==> src/design/pcr_pkg.sv <==
// Constants, field positions and types for the preamp control register bank.
// Assumes one system clock and a serial control port sampled on that clock.
//
// Summary of operation
// RULE1 - An 8-bit register sets the fourth converter output level.
// RULE2 - Config bits 2..0 pick the black offset of all three video outputs.
// RULE3 - Config bits 4..3 pick the overlay contrast level.
// RULE4 - Config bit 6 halves the fourth converter and sums it into the other three.
// RULE5 - Config bit 5 picks the full-scale range: zero high, one low.
// RULE6 - Global bit 0 forces every video output to black.
// RULE7 - Global bit 1 powers down the analog sections.
// RULE8 - Loop register bits 1..0 pick the loop frequency band.
// RULE9 - Loop register bit 2 gates vertical blanking onto the outputs.
// RULE10 - Loop register bit 3 drops incoming video and shows only overlay.
// RULE11 - Loop register bit 5 sets clamp pulse polarity: one means negative-going.
// RULE12 - Writing one to reset bit 0 defaults other registers, then clears itself.
// RULE13 - Soft reset aborts all work except a serial transfer in progress.
// RULE14 - Reset register bit 6 stops the register address stepping after each byte.
// RULE15 - The host writes zero to every reserved bit.
// RULE16 - Byte reads and writes with 16-bit addresses; reads return stored contents.

package pcr_pkg;

  localparam logic [15:0] PCR_ADDR_DAC4  = 16'h8437;
  localparam logic [15:0] PCR_ADDR_CONF  = 16'h8438;
  localparam logic [15:0] PCR_ADDR_VIDEO = 16'h8439;
  localparam logic [15:0] PCR_ADDR_LOOP  = 16'h843E;
  localparam logic [15:0] PCR_ADDR_SRT   = 16'h843F;

  // Writable bits; reserved bits are never stored and read as zero
  localparam logic [7:0] PCR_MASK_DAC4  = 8'hFF;
  localparam logic [7:0] PCR_MASK_CONF  = 8'h7F;
  localparam logic [7:0] PCR_MASK_VIDEO = 8'h03;
  localparam logic [7:0] PCR_MASK_LOOP  = 8'h2F;

  localparam logic [7:0] PCR_RST_DAC4  = 8'h00;
  localparam logic [7:0] PCR_RST_CONF  = 8'h00;
  localparam logic [7:0] PCR_RST_VIDEO = 8'h00;
  localparam logic [7:0] PCR_RST_LOOP  = 8'h00;
  localparam logic       PCR_RST_STEP_OFF = 1'b0;

  localparam int PCR_BIT_SCALE   = 5;
  localparam int PCR_BIT_MIX     = 6;
  localparam int PCR_BIT_BLANK   = 0;
  localparam int PCR_BIT_PDOWN   = 1;
  localparam int PCR_BIT_VBLANK  = 2;
  localparam int PCR_BIT_OVONLY  = 3;
  localparam int PCR_BIT_CLAMP   = 5;
  localparam int PCR_BIT_SRESET  = 0;
  localparam int PCR_BIT_STEP_OFF = 6;

  // Length of the soft reset in clock cycles
  localparam logic [2:0] PCR_SOFT_RESET_CYCLES = 3'h4;
  localparam logic [3:0] PCR_BYTE_BITS         = 4'h8;
  localparam logic [3:0] PCR_LAST_BIT          = 4'h7;

  typedef enum logic [4:0] {
    PCR_ST_IDLE = 5'h01,
    PCR_ST_RX   = 5'h02,
    PCR_ST_ACK  = 5'h04,
    PCR_ST_TX   = 5'h08,
    PCR_ST_MACK = 5'h10
  } pcr_state_type;

  typedef enum logic [1:0] {
    PCR_K_DEV  = 2'h0,
    PCR_K_HI   = 2'h1,
    PCR_K_LO   = 2'h2,
    PCR_K_DATA = 2'h3
  } pcr_kind_type;

endpackage

==> src/design/pcr_line_sampler.sv <==
// Edge and bus-condition detector for the serial clock and data pins.
// Assumes both pins are already synchronous to clk.
`timescale 1ns/1ps
`default_nettype none

module pcr_line_sampler
  import pcr_pkg::*;
(
  input  wire logic clk,
  input  wire logic sys_rst,
  input  wire logic scl,
  input  wire logic sda_in,
  output logic      scl_rise,
  output logic      scl_fall,
  output logic      start_seen,
  output logic      stop_seen
);

  logic scl_reg;
  logic sda_reg;

  // Idle-high reset so no false edge is seen after reset
  always_ff @(posedge clk) begin
    if (sys_rst) begin
      scl_reg <= 1'b1;
      sda_reg <= 1'b1;
    end else begin
      scl_reg <= scl;
      sda_reg <= sda_in;
    end
  end

  assign scl_rise   = scl & ~scl_reg;
  assign scl_fall   = ~scl & scl_reg;
  assign start_seen = scl & scl_reg & sda_reg & ~sda_in;
  assign stop_seen  = scl & scl_reg & ~sda_reg & sda_in;

endmodule

`default_nettype wire

==> src/design/pcr_reg_bank.sv <==
// Byte-wide control registers with soft reset and read-back.
// Assumes one write strobe per byte from the serial engine.
`timescale 1ns/1ps
`default_nettype none

module pcr_reg_bank
  import pcr_pkg::*;
(
  input  wire logic        clk,
  input  wire logic        sys_rst,
  input  wire logic        wr_en,
  input  wire logic [15:0] wr_addr,
  input  wire logic [7:0]  wr_data,
  input  wire logic [15:0] rd_addr,
  output logic [7:0]       rd_data,
  output logic [7:0]       dac4_level,
  output logic [7:0]       conf_value,
  output logic [7:0]       video_value,
  output logic [7:0]       loop_value,
  output logic             address_step_disable,
  output logic             soft_reset_active
);

  logic [7:0] dac4_reg;
  logic [7:0] conf_reg;
  logic [7:0] video_reg;
  logic [7:0] loop_reg;
  logic       step_off_reg;
  logic [2:0] soft_cnt_reg;
  logic       wr_dac4;
  logic       wr_conf;
  logic       wr_video;
  logic       wr_loop;
  logic       wr_srt;
  logic       soft_kick;
  logic [7:0] srt_view;

  assign wr_dac4   = wr_en & (wr_addr == PCR_ADDR_DAC4);
  assign wr_conf   = wr_en & (wr_addr == PCR_ADDR_CONF);
  assign wr_video  = wr_en & (wr_addr == PCR_ADDR_VIDEO);
  assign wr_loop   = wr_en & (wr_addr == PCR_ADDR_LOOP);
  assign wr_srt    = wr_en & (wr_addr == PCR_ADDR_SRT);
  assign soft_kick = wr_srt & wr_data[PCR_BIT_SRESET];                    // RULE12
  assign soft_reset_active = (soft_cnt_reg != 3'h0);

  // Other registers are held at default for the whole soft reset, so
  // writes landing inside it are dropped.
  always_ff @(posedge clk) begin
    if (sys_rst || soft_reset_active) begin                               // RULE12
      dac4_reg  <= PCR_RST_DAC4;
      conf_reg  <= PCR_RST_CONF;
      video_reg <= PCR_RST_VIDEO;
      loop_reg  <= PCR_RST_LOOP;
    end else begin
      if (wr_dac4)  dac4_reg  <= wr_data & PCR_MASK_DAC4;                 // RULE1
      if (wr_conf)  conf_reg  <= wr_data & PCR_MASK_CONF;
      if (wr_video) video_reg <= wr_data & PCR_MASK_VIDEO;
      if (wr_loop)  loop_reg  <= wr_data & PCR_MASK_LOOP;
    end
  end

  always_ff @(posedge clk) begin
    if (sys_rst) begin
      step_off_reg <= PCR_RST_STEP_OFF;
      soft_cnt_reg <= 3'h0;
    end else begin
      if (wr_srt) step_off_reg <= wr_data[PCR_BIT_STEP_OFF];              // RULE14
      if (soft_kick) soft_cnt_reg <= PCR_SOFT_RESET_CYCLES;
      else if (soft_reset_active) soft_cnt_reg <= soft_cnt_reg - 3'h1;   // RULE12
    end
  end

  assign srt_view = {1'b0, step_off_reg, 5'h00, soft_reset_active};
  assign rd_data  = (rd_addr == PCR_ADDR_DAC4)  ? dac4_reg  :            // RULE16
                    (rd_addr == PCR_ADDR_CONF)  ? conf_reg  :
                    (rd_addr == PCR_ADDR_VIDEO) ? video_reg :
                    (rd_addr == PCR_ADDR_LOOP)  ? loop_reg  :
                    (rd_addr == PCR_ADDR_SRT)   ? srt_view  : 8'h00;

  assign dac4_level           = dac4_reg;
  assign conf_value           = conf_reg;
  assign video_value          = video_reg;
  assign loop_value           = loop_reg;
  assign address_step_disable = step_off_reg;

  a_soft_runs_four: assert property (@(posedge clk) disable iff (sys_rst) // RULE12
    soft_kick && !soft_reset_active |=> soft_reset_active [*4] ##1 !soft_reset_active)
    else $error("soft reset length wrong");
  a_soft_defaults: assert property (@(posedge clk) disable iff (sys_rst) // RULE12
    soft_reset_active |=> video_reg == PCR_RST_VIDEO && loop_reg == PCR_RST_LOOP)
    else $error("soft reset did not default registers");
  a_soft_keeps_step: assert property (@(posedge clk) disable iff (sys_rst) // RULE12
    soft_reset_active && !wr_srt |=> step_off_reg == $past(step_off_reg))
    else $error("soft reset touched step disable");
  a_mix_takes_write: assert property (@(posedge clk) disable iff (sys_rst) // RULE4
    wr_conf && !soft_reset_active |=> conf_reg[PCR_BIT_MIX] == $past(wr_data[PCR_BIT_MIX]))
    else $error("mix bit not stored");
  a_reserved_zero: assert property (@(posedge clk) disable iff (sys_rst) // RULE15
    wr_loop && !soft_reset_active |=> loop_reg[7:6] == 2'h0 && loop_reg[4] == 1'b0)
    else $error("reserved bit stored");

endmodule

`default_nettype wire

==> src/design/pcr_top.sv <==
// Serial-port slave and control outputs of the preamp register bank.
// Assumes scl and sda_in are synchronous to clk and much slower than it;
// sda is open drain, pulled high outside the block.
`timescale 1ns/1ps
`default_nettype none

module pcr_top
  import pcr_pkg::*;
#(
  // Arbitrary value, chosen to be neutral
  parameter logic [6:0] DEV_ADDR = 7'h2C
) (
  input  wire logic  clk,
  input  wire logic  sys_rst,
  input  wire logic  scl,
  input  wire logic  sda_in,
  output logic       sda_out,
  output logic       sda_oe,
  output logic [7:0] dac4_level,
  output logic [2:0] video_black_offset,
  output logic [1:0] overlay_contrast,
  output logic [1:0] converter_scale_and_mix,
  output logic       blank_all_outputs,
  output logic       analog_power_down,
  output logic [1:0] loop_band_select,
  output logic       vertical_blank_gate,
  output logic       overlay_only_override,
  output logic       clamp_polarity_negative,
  output logic       soft_reset_active
);

  pcr_state_type state_reg;
  pcr_state_type state_next;
  pcr_kind_type  kind_reg;
  pcr_kind_type  kind_next;
  pcr_kind_type  kind_adv;
  logic [3:0]    bit_cnt_reg;
  logic [3:0]    bit_cnt_next;
  logic [7:0]    shift_reg;
  logic [7:0]    shift_next;
  logic [15:0]   ptr_reg;
  logic [15:0]   ptr_next;
  logic [15:0]   ptr_step;
  logic          rd_mode_reg;
  logic          rd_mode_next;
  logic          drive_reg;
  logic          drive_next;
  logic          mack_ok_reg;
  logic          mack_ok_next;
  logic          scl_rise;
  logic          scl_fall;
  logic          start_seen;
  logic          stop_seen;
  logic          byte_full;
  logic          rx_byte_end;
  logic          dev_match;
  logic          wr_en;
  logic [7:0]    rd_data;
  logic [7:0]    conf_value;
  logic [7:0]    video_value;
  logic [7:0]    loop_value;
  logic          address_step_disable;

  pcr_line_sampler u_sampler (
    .clk        (clk),
    .sys_rst    (sys_rst),
    .scl        (scl),
    .sda_in     (sda_in),
    .scl_rise   (scl_rise),
    .scl_fall   (scl_fall),
    .start_seen (start_seen),
    .stop_seen  (stop_seen)
  );

  pcr_reg_bank u_bank (
    .clk                  (clk),
    .sys_rst              (sys_rst),
    .wr_en                (wr_en),
    .wr_addr              (ptr_reg),
    .wr_data              (shift_reg),
    .rd_addr              (ptr_reg),
    .rd_data              (rd_data),
    .dac4_level           (dac4_level),
    .conf_value           (conf_value),
    .video_value          (video_value),
    .loop_value           (loop_value),
    .address_step_disable (address_step_disable),
    .soft_reset_active    (soft_reset_active)
  );

  assign byte_full   = (bit_cnt_reg == PCR_BYTE_BITS);
  assign rx_byte_end = (state_reg == PCR_ST_RX) & scl_fall & byte_full;
  assign dev_match   = (shift_reg[7:1] == DEV_ADDR);
  assign wr_en       = rx_byte_end & (kind_reg == PCR_K_DATA);           // RULE16
  assign ptr_step    = address_step_disable ? ptr_reg : ptr_reg + 16'h0001; // RULE14
  assign kind_adv    = (kind_reg == PCR_K_DEV) ? PCR_K_HI :
                       (kind_reg == PCR_K_HI)  ? PCR_K_LO : PCR_K_DATA;

  // The engine ignores the soft reset so a transfer on the wire always
  // finishes; only start, stop and sys_rst steer it.
  always_comb begin                                                      // RULE13
    state_next   = state_reg;
    kind_next    = kind_reg;
    bit_cnt_next = bit_cnt_reg;
    shift_next   = shift_reg;
    ptr_next     = ptr_reg;
    rd_mode_next = rd_mode_reg;
    drive_next   = drive_reg;
    mack_ok_next = mack_ok_reg;
    if (start_seen) begin
      state_next   = PCR_ST_RX;
      kind_next    = PCR_K_DEV;
      bit_cnt_next = 4'h0;
      drive_next   = 1'b0;
    end else if (stop_seen) begin
      state_next = PCR_ST_IDLE;
      drive_next = 1'b0;
    end else begin
      unique case (state_reg)
        PCR_ST_IDLE: begin
        end
        PCR_ST_RX: begin
          if (scl_rise && !byte_full) begin
            shift_next   = {shift_reg[6:0], sda_in};
            bit_cnt_next = bit_cnt_reg + 4'h1;
          end
          if (rx_byte_end) begin
            state_next = PCR_ST_ACK;
            drive_next = 1'b1;
            unique case (kind_reg)
              PCR_K_DEV: begin
                rd_mode_next = shift_reg[0];
                if (!dev_match) begin
                  state_next = PCR_ST_IDLE;
                  drive_next = 1'b0;
                end
              end
              PCR_K_HI:   ptr_next[15:8] = shift_reg;                   // RULE16
              PCR_K_LO:   ptr_next[7:0]  = shift_reg;
              PCR_K_DATA: ptr_next       = ptr_step;                    // RULE14
            endcase
          end
        end
        PCR_ST_ACK: begin
          if (scl_fall) begin
            bit_cnt_next = 4'h0;
            if (rd_mode_reg) begin
              state_next = PCR_ST_TX;
              shift_next = rd_data;                                      // RULE16
              drive_next = ~rd_data[7];
            end else begin
              state_next = PCR_ST_RX;
              kind_next  = kind_adv;
              drive_next = 1'b0;
            end
          end
        end
        PCR_ST_TX: begin
          if (scl_fall) begin
            if (bit_cnt_reg == PCR_LAST_BIT) begin
              state_next = PCR_ST_MACK;
              drive_next = 1'b0;
              ptr_next   = ptr_step;                                     // RULE14
            end else begin
              shift_next   = {shift_reg[6:0], 1'b0};
              bit_cnt_next = bit_cnt_reg + 4'h1;
              drive_next   = ~shift_reg[6];
            end
          end
        end
        PCR_ST_MACK: begin
          if (scl_rise) mack_ok_next = ~sda_in;
          if (scl_fall) begin
            bit_cnt_next = 4'h0;
            if (mack_ok_reg) begin
              state_next = PCR_ST_TX;
              shift_next = rd_data;
              drive_next = ~rd_data[7];
            end else begin
              state_next = PCR_ST_IDLE;
            end
          end
        end
        default: begin
          state_next = PCR_ST_IDLE;
          drive_next = 1'b0;
        end
      endcase
    end
  end

  always_ff @(posedge clk) begin
    if (sys_rst) begin
      state_reg   <= PCR_ST_IDLE;
      kind_reg    <= PCR_K_DEV;
      bit_cnt_reg <= 4'h0;
      shift_reg   <= 8'h00;
      ptr_reg     <= 16'h0000;
      rd_mode_reg <= 1'b0;
      drive_reg   <= 1'b0;
      mack_ok_reg <= 1'b0;
    end else begin
      state_reg   <= state_next;
      kind_reg    <= kind_next;
      bit_cnt_reg <= bit_cnt_next;
      shift_reg   <= shift_next;
      ptr_reg     <= ptr_next;
      rd_mode_reg <= rd_mode_next;
      drive_reg   <= drive_next;
      mack_ok_reg <= mack_ok_next;
    end
  end

  // Open drain: only ever pull low
  assign sda_out = 1'b0;
  assign sda_oe  = drive_reg;

  assign video_black_offset      = conf_value[2:0];                      // RULE2
  assign overlay_contrast        = conf_value[4:3];                      // RULE3
  assign converter_scale_and_mix = {conf_value[PCR_BIT_MIX],             // RULE4
                                    conf_value[PCR_BIT_SCALE]};          // RULE5
  assign blank_all_outputs       = video_value[PCR_BIT_BLANK];           // RULE6
  assign analog_power_down       = video_value[PCR_BIT_PDOWN];           // RULE7
  assign loop_band_select        = loop_value[1:0];                      // RULE8
  assign vertical_blank_gate     = loop_value[PCR_BIT_VBLANK];           // RULE9
  assign overlay_only_override   = loop_value[PCR_BIT_OVONLY];           // RULE10
  assign clamp_polarity_negative = loop_value[PCR_BIT_CLAMP];            // RULE11

  a_ack_after_byte: assert property (@(posedge clk) disable iff (sys_rst) // RULE16
    rx_byte_end && kind_reg != PCR_K_DEV && !start_seen && !stop_seen
    |=> sda_oe && state_reg == PCR_ST_ACK)
    else $error("no acknowledge after byte");
  a_ptr_steps: assert property (@(posedge clk) disable iff (sys_rst) // RULE14
    wr_en && !address_step_disable && !start_seen && !stop_seen
    |=> ptr_reg == $past(ptr_reg) + 16'h0001)
    else $error("address did not step");
  a_ptr_holds: assert property (@(posedge clk) disable iff (sys_rst) // RULE14
    wr_en && address_step_disable |=> ptr_reg == $past(ptr_reg))
    else $error("address stepped while disabled");
  a_dac4_lands: assert property (@(posedge clk) disable iff (sys_rst) // RULE1
    wr_en && ptr_reg == PCR_ADDR_DAC4 && !soft_reset_active
    |=> dac4_level == $past(shift_reg))
    else $error("fourth converter level not written");
  a_blank_follows: assert property (@(posedge clk) disable iff (sys_rst) // RULE6
    wr_en && ptr_reg == PCR_ADDR_VIDEO && !soft_reset_active
    |=> blank_all_outputs == $past(shift_reg[0]) ##1 blank_all_outputs == $past(shift_reg[0], 2))
    else $error("blanking did not follow write");
  a_bus_survives: assert property (@(posedge clk) disable iff (sys_rst) // RULE13
    soft_reset_active && !start_seen && !stop_seen && !scl_rise && !scl_fall
    |=> state_reg == $past(state_reg) && ptr_reg == $past(ptr_reg))
    else $error("soft reset disturbed serial transfer");
  a_read_returns: assert property (@(posedge clk) disable iff (sys_rst) // RULE16
    state_reg == PCR_ST_ACK && rd_mode_reg && scl_fall && !start_seen && !stop_seen
    && ptr_reg == PCR_ADDR_LOOP |=> shift_reg == {2'h0, clamp_polarity_negative, 1'b0,
    overlay_only_override, vertical_blank_gate, loop_band_select})
    else $error("read data differs from stored value");
  a_idle_released: assert property (@(posedge clk) disable iff (sys_rst) // RULE16
    state_reg == PCR_ST_IDLE |-> !sda_oe)
    else $error("line driven while idle");
  a_conf_fields: assert property (@(posedge clk) disable iff (sys_rst) // RULE2
    wr_en && ptr_reg == PCR_ADDR_CONF && !soft_reset_active
    |=> {overlay_contrast, video_black_offset} == $past(shift_reg[4:0]))  // RULE3
    else $error("offset or contrast not written");
  a_scale_mix: assert property (@(posedge clk) disable iff (sys_rst) // RULE5
    wr_en && ptr_reg == PCR_ADDR_CONF && !soft_reset_active
    |=> converter_scale_and_mix == $past(shift_reg[6:5]))
    else $error("scale or mix bit not written");
  a_power_follows: assert property (@(posedge clk) disable iff (sys_rst) // RULE7
    wr_en && ptr_reg == PCR_ADDR_VIDEO && !soft_reset_active
    |=> analog_power_down == $past(shift_reg[1]))
    else $error("power down did not follow write");
  a_band_follows: assert property (@(posedge clk) disable iff (sys_rst) // RULE8
    wr_en && ptr_reg == PCR_ADDR_LOOP && !soft_reset_active
    |=> loop_band_select == $past(shift_reg[1:0]))
    else $error("loop band not written");
  a_loop_flags: assert property (@(posedge clk) disable iff (sys_rst) // RULE9
    wr_en && ptr_reg == PCR_ADDR_LOOP && !soft_reset_active
    |=> vertical_blank_gate == $past(shift_reg[2])
    && overlay_only_override == $past(shift_reg[3])                      // RULE10
    && clamp_polarity_negative == $past(shift_reg[5]))                   // RULE11
    else $error("loop flags not written");
  a_tx_next_bit: assert property (@(posedge clk) disable iff (sys_rst) // RULE16
    state_reg == PCR_ST_TX && scl_fall && bit_cnt_reg != PCR_LAST_BIT
    |=> sda_oe == ~$past(shift_reg[6]))
    else $error("read bit not driven");
  a_nack_idles: assert property (@(posedge clk) disable iff (sys_rst) // RULE16
    state_reg == PCR_ST_MACK && scl_fall && !mack_ok_reg
    |=> state_reg == PCR_ST_IDLE && !sda_oe)
    else $error("line held after host nack");

  c_write_dac4: cover property (@(posedge clk) disable iff (sys_rst)
    wr_en && ptr_reg == PCR_ADDR_DAC4);
  c_read_byte: cover property (@(posedge clk) disable iff (sys_rst)
    state_reg == PCR_ST_MACK && scl_fall && mack_ok_reg);
  c_soft_reset: cover property (@(posedge clk) disable iff (sys_rst)
    $fell(soft_reset_active));
  c_step_off: cover property (@(posedge clk) disable iff (sys_rst)
    wr_en && address_step_disable);
  c_soft_mid_xfer: cover property (@(posedge clk) disable iff (sys_rst)
    soft_reset_active && state_reg == PCR_ST_ACK);

endmodule

`default_nettype wire

==> config.mk <==
export PLATFORM = sky130hd
export DESIGN_NAME = pcr_top
export DESIGN_NICKNAME = d
export VERILOG_FILES = /design/src/design/pcr_pkg.sv /design/src/design/pcr_line_sampler.sv /design/src/design/pcr_reg_bank.sv /design/src/design/pcr_top.sv
export SDC_FILE = /design/constraint.sdc
export NUM_CORES = 1
export LEC_CHECK = 0
export ABC_AREA = 1
export BUFFER_PORTS_ARGS = -buffer_cell sky130_fd_sc_hd__buf_2
export CORE_ASPECT_RATIO = 0.9
export CORE_MARGIN = 1.5
export CORE_UTILIZATION = 61
export DETAILED_ROUTE_END_ITERATION = 10
export PLACE_DENSITY = 0.88
export SYNTH_ARGS = -nofsm -noshare
export SYNTH_HDL_FRONTEND = slang
export SYNTH_HIERARCHICAL = 1
export SYNTH_SLANG_ARGS = --single-unit
==> constraint.sdc <==
create_clock -name clk -period 1.9 [get_ports clk]
set_input_delay 0.19 -clock clk [delete_from_list [all_inputs] [get_ports clk]]
set_output_delay 0.19 -clock clk [all_outputs]
set_load 0.005 [all_outputs]
* After elaboration in Yosys (flattened, before gate mapping)
Cells that the tools add are included.
** Storage, ports and cells
- Register bits after elaboration :: 66
- Input port bits :: 4
- Output and inout bits :: 25
- Word-level logic and storage cells :: 156
** Operators by class
- Add/subtract/negate cells :: 3
- Eq/ne operators :: 34
- Mux-type cells :: 51
- Bitwise gates (word level) :: 26
- Reductions and logical operators :: 23
** Operators with widths (count)
- $mux W8 :: 11
- $eq A16 B16 Y1 const B :: 5
- $mux W16 :: 4
- $pmux W16 S2 :: 1
- $pmux W8 S2 :: 2
- $pmux W8 S4 :: 1
- $mux W5 :: 5
- $pmux W5 S5 :: 1
- $mux W4 :: 6
- $reduce_and A6 Y1 :: 4
- $ne A4 B4 Y1 const B :: 5
- $add A16 B1 Y16 const B :: 1
- $and A1 B1 Y1 :: 16
- $ne A2 B2 Y1 const B :: 8
- $reduce_and A7 Y1 :: 2
- $mux W3 :: 4
- $pmux W4 S3 :: 1
- $mux W1 :: 10
- $not A1 Y1 :: 10
- $reduce_and A10 Y1 :: 1
- $reduce_and A4 Y1 :: 2
- $eq A7 B6 Y1 const B :: 1
- $mux W7 :: 1
- $mux W2 :: 3
- other kinds (25) :: 32

* Logic depth before layout (Yosys ltp)
- Depth in word-level cells :: 10
- Depth in mapped cells :: 15

* Modules after synthesis
The synthesis kept the hierarchy.
** By module, submodules not included
- pcr_top :: instances 1, cells an instance 424, area an instance 2600.0 um^2, sequential area each 760.7 um^2
- pcr_reg_bank :: instances 1, cells an instance 238, area an instance 1590.3 um^2, sequential area each 520.5 um^2
- pcr_line_sampler :: instances 1, cells an instance 16, area an instance 92.6 um^2, sequential area each 40.0 um^2

* Worst setup path after synthesis
Ideal clock, no wire load.
- Path type :: reg-to-reg
- Start point :: register bit_cnt_reg[0]
- End point :: register u_bank.dac4_reg[5], in the netlist u_bank/dac4_level[5]
- Data arrival time :: 1.637 ns
- Required time :: 1.784 ns
- Path slack :: 0.146 ns
- Stages on the path, launching flop included :: 11
- Clock period less this slack :: 1.754 ns
- Cell sequence :: dfxtp_1 > inv_1 > ha_1 > nand4_1 > nor3_1 > nand2_1 > nor2_1 > nand3_4 > buf_6 > o21ai_1 > a21oi_1
** On the way
- Cells in the longest elaborated chain, start to end :: 4
** Ends and longest elaborated chain
- start: declaration :: line pcr_top.sv:37 : logic [3:0] bit_cnt_reg;
- start signal: assignment :: line pcr_top.sv:205 : bit_cnt_reg <= bit_cnt_next;
- $eq A4 B4 Y1 :: line pcr_top.sv:91 : assign byte_full = (bit_cnt_reg == PCR_BYTE_BITS);
- $and A1 B1 Y1 :: line pcr_top.sv:92 : assign rx_byte_end = (state_reg == PCR_ST_RX) & scl_fall & byte_full;
- $and A1 B1 Y1 :: line pcr_top.sv:94 : assign wr_en = rx_byte_end & (kind_reg == PCR_K_DATA);
- net wr_en :: line pcr_top.sv:57 : logic wr_en;
- $and A1 B1 Y1 :: line pcr_reg_bank.sv:38 : assign wr_dac4 = wr_en & (wr_addr == PCR_ADDR_DAC4);
- end signal: assignment :: line pcr_reg_bank.sv:55 : if (wr_dac4) dac4_reg <= wr_data & PCR_MASK_DAC4;
- end: declaration :: line pcr_reg_bank.sv:24 : logic [7:0] dac4_reg;
The timed path passes the listed nets, and every way through them passes these cells.
A chain may end at the register's enable or synchronous reset.

* Worst setup path after layout
- Start point :: register ptr_reg[10]
- End point :: register shift_reg[1]
** On the way
- Cells in the longest elaborated chain, start to end :: 8
- Elaborated cells between the ends (all ways) :: 13
- Those cells by class :: eq/ne: 4; mux: 9
** Ends and longest elaborated chain
- start: declaration :: line pcr_top.sv:41 : logic [15:0] ptr_reg;
- start signal: assignment :: line pcr_top.sv:207 : ptr_reg <= ptr_next;
- $eq A16 B16 Y1 :: line pcr_reg_bank.sv:77 : (rd_addr == PCR_ADDR_LOOP) ? loop_reg :
- $mux W8 :: line pcr_reg_bank.sv:77
- $mux W8 :: line pcr_reg_bank.sv:76 : (rd_addr == PCR_ADDR_VIDEO) ? video_reg :
- $mux W8 :: line pcr_reg_bank.sv:75 : (rd_addr == PCR_ADDR_CONF) ? conf_reg :
- $mux W8 (*) :: line pcr_reg_bank.sv:74 : assign rd_data = (rd_addr == PCR_ADDR_DAC4) ? dac4_reg :
- net rd_data[1] :: line pcr_top.sv:58 : logic [7:0] rd_data;
- $mux W8 (on tied branches) :: line pcr_top.sv:175, pcr_top.sv:147
- $mux W8 (on tied branches) :: line pcr_top.sv:173, pcr_top.sv:145
- $pmux W8 S4 (*) :: line pcr_top.sv:119 : unique case (state_reg)
- end signal: assignment :: line pcr_top.sv:206 : shift_reg <= shift_next;
- end: declaration :: line pcr_top.sv:39 : logic [7:0] shift_reg;
The timed path passes the listed nets; every way through them passes the cells marked *. The select of a mux whose other input is x is not followed.

==> results by group <==
Outcome
  – Violations in the final reports: setup timing
  – Run status: finished, violations left

Finish
  – Layout filler cell count: 437
  – Final net count: 747
  – Layout cell share with drive strength beyond 1: 24.5%
  – Final non-filler cell area: 5100 sq um
  – Inserted Diodes: 0
  – Number of flip-flops in the largest register: 16
  – P&R area growth vs syn: 21.2%
  – Final Instance Count excl. Fillers: 832

Logic synthesis
  – Post-Synthesis Net Count: 677
  – Mapped Cells: 667
  – Post-synthesis instance area: 4200 sq um
  – Count of warnings emitted by yosys: 6
  – Synth Area per Inst: 6.30 sq um

Power
  – Worst IR Drop VDD: 0.544 mV
  – Leakage component of the power: 2.11 nW
  – Pwr/cell area: 674 nW/um^2

CTS
  – Depth of the CTS H-tree: 3
  – Clock-pin slew on the worst setup and hold paths: 0.08 ns
  – Number of sinks driven by the clock tree: 66
  – Number of buffers created by CTS: 9
  – CTS tree: yes
  – Worst-Skew Late Latency: 0.36 ns
  – Largest buffer count on any clock path: 2
  – Root cell of the clock tree: clkbuf_8
  – CTS Hold Bufs: 0

Floorplanning
  – Total core area: 6620 sq um
  – Horizontal die dimension: 90.5 um
  – Number of ports placed on the die boundary: 29
  – Die height: 81.8 um
  – Standard-cell row count: 28
  – Area of the die: 7400 sq um
  – Initial Utilization: 63.5%

Global route
  – GRT Overall Usage: 32.9%
  – Global-route wire length before repair: 19300 um
  – Via count of the first global-routing pass: 4177
  – Total congestion overflow: 0
  – Antenna violations before repair: 0
  – Largest net degree at the start of global routing: 23

Worst setup path
  – Capturing element type of the critical path: register
  – Worst endpoint required time: 2.19 ns
  – Sort of element at the start of the critical path: register
  – Worst Path Arrival: 2.23 ns
  – Highest fanout seen on the critical path: 3
  – Kind of critical path: register to register

Drt
  – Wire length per cell after detailed routing: 15.5 um
  – DR iter-0 viols: 601
  – Number of detailed-routing iterations run before antenna repair: 6
  – Post-detailed-route count of antenna-violating nets: 0
  – Total vias in the final route: 4879
  – DRC violation count after routing: 0
  – Aggregate routed wire length: 12900 um
  – Number of vias per cell after detailed routing: 5.86

Timing
  – Number of failing setup endpoints in the final timing report: 1
  – Post-route setup slack: -0.0386 ns
  – Hold violation count in the final report: 0
  – Unrepaired setup endpoints after global routing: yes
  – Highest achievable clock rate: 516 MHz
  – Period Utilization, post-route: 102%
  – Layout Skew: 0.0108 ns
  – Clock period minus worst slack: 1.94 ns
  – Max Slew Vio Count: 0

Place
  – PortBufs: 27
  – Post-detailed-placement cell area: 4630 sq um
  – Number of cells after detailed placement: 804
  – Final estimated routing congestion in global placement: 0.952
  – Final HPWL from detailed placement: 8540 um

Worst hold path
  – Min-delay worst type: input pin to register

Run
  – Maximum capacitance violations: 0
==> power by group <==
part           switching, mW  internal [mW]  leakage (nW)  total (mW)
registers             0.0577           1.44         0.536        1.50
logic                  0.513          0.280          1.48       0.794
clock network          0.645          0.495        0.0884        1.14
==> worst max-delay path, stage by stage (launching register included) <==
cell	delay [ns]
dfxtp_2	0.34
inv_2	0.04
nor2_2	0.10
nand2_2	0.13
nor3_4	0.34
nand3_1	0.13
o21ai_1	0.13
nor2_1	0.06
nor2_1	0.13
nand2_1	0.07
o21ai_1	0.10
inv_1	0.10
nand2_1	0.08
nand2_1	0.06
nor2_2	0.08
==> stage by stage <==
stage          hold slack [ns]  total power [mW]  worst slack [ns]  setup TNS [ns]  utilization (%)
6_report                0.0612              3.43           -0.0386         -0.0386             77.0
4_1_cts                 0.0509              3.36            0.0117               0             74.2
5_1_grt                 0.0859              3.58           -0.0468         -0.0870             77.0
2_1_floorplan            0.259              2.06             0.146               0                -
3_5_place_dp             0.419              2.24            -0.197           -2.73             69.9
3_3_place_gp             0.412              2.19           -0.0678          -0.514             69.9
==> path summary, 6_finish.rpt <==
kind / from / slack, ns / cells past startpoint / to
setup / recovery: ptr_reg[10]$_SDFFE_PP0P_ / -0.04 / 14 / shift_reg[1]$_SDFFE_PP0P_
hold / removal: sda_in / 0.06 / 3 / u_sampler/sda_reg$_SDFF_PP1_
setup reg to reg: ptr_reg[10]$_SDFFE_PP0P_ / -0.04 / 14 / shift_reg[1]$_SDFFE_PP0P_
hold reg to reg: sda_oe$_SDFFE_PP0P_ / 0.46 / 2 / sda_oe$_SDFFE_PP0P_
==> cell usage in the layout, fill, tap and decap left out, types with 14 or more instances in the layout <==
master   instances
a21oi_1         49
buf_2           27
buf_4           41
dfxtp_1         60
inv_1           95
nand2_1        145
nand3_1         47
nand4_1         14
nor2_1          65
nor2_2          26
o21ai_0         29
o21ai_1         25
==> metal layers <==
metal  global-route usage, %  vias up  wire length [um]
li1                        -     2285                 -
met1                    41.6     2219              5010
met2                    55.4      311              6090
met3                    6.57       64              1260
met4                    13.8        0               557
met5                       0        -                 0
==> what timing repair did <==
action	4_1_cts	5_1_grt
endpoints found under the setup margin	29	51
gates cloned	1	1
pin swaps	4	17
hold endpoints to repair	0	0
setup buffers	3	7
resized for setup	19	50
==> cell type report <==
class	count	area, sq um	area share (%)
multi-input cells	486	2600	51.0
flip-flops and latches	66	1330	26.1
repair buffers	70	474	9.31
inverters	104	395	7.76
clock buffers	9	124	2.43
well taps	90	113	2.21
clock inverters	7	61.3	1.20
No activity file was read; power rests on OpenSTA's default activity.
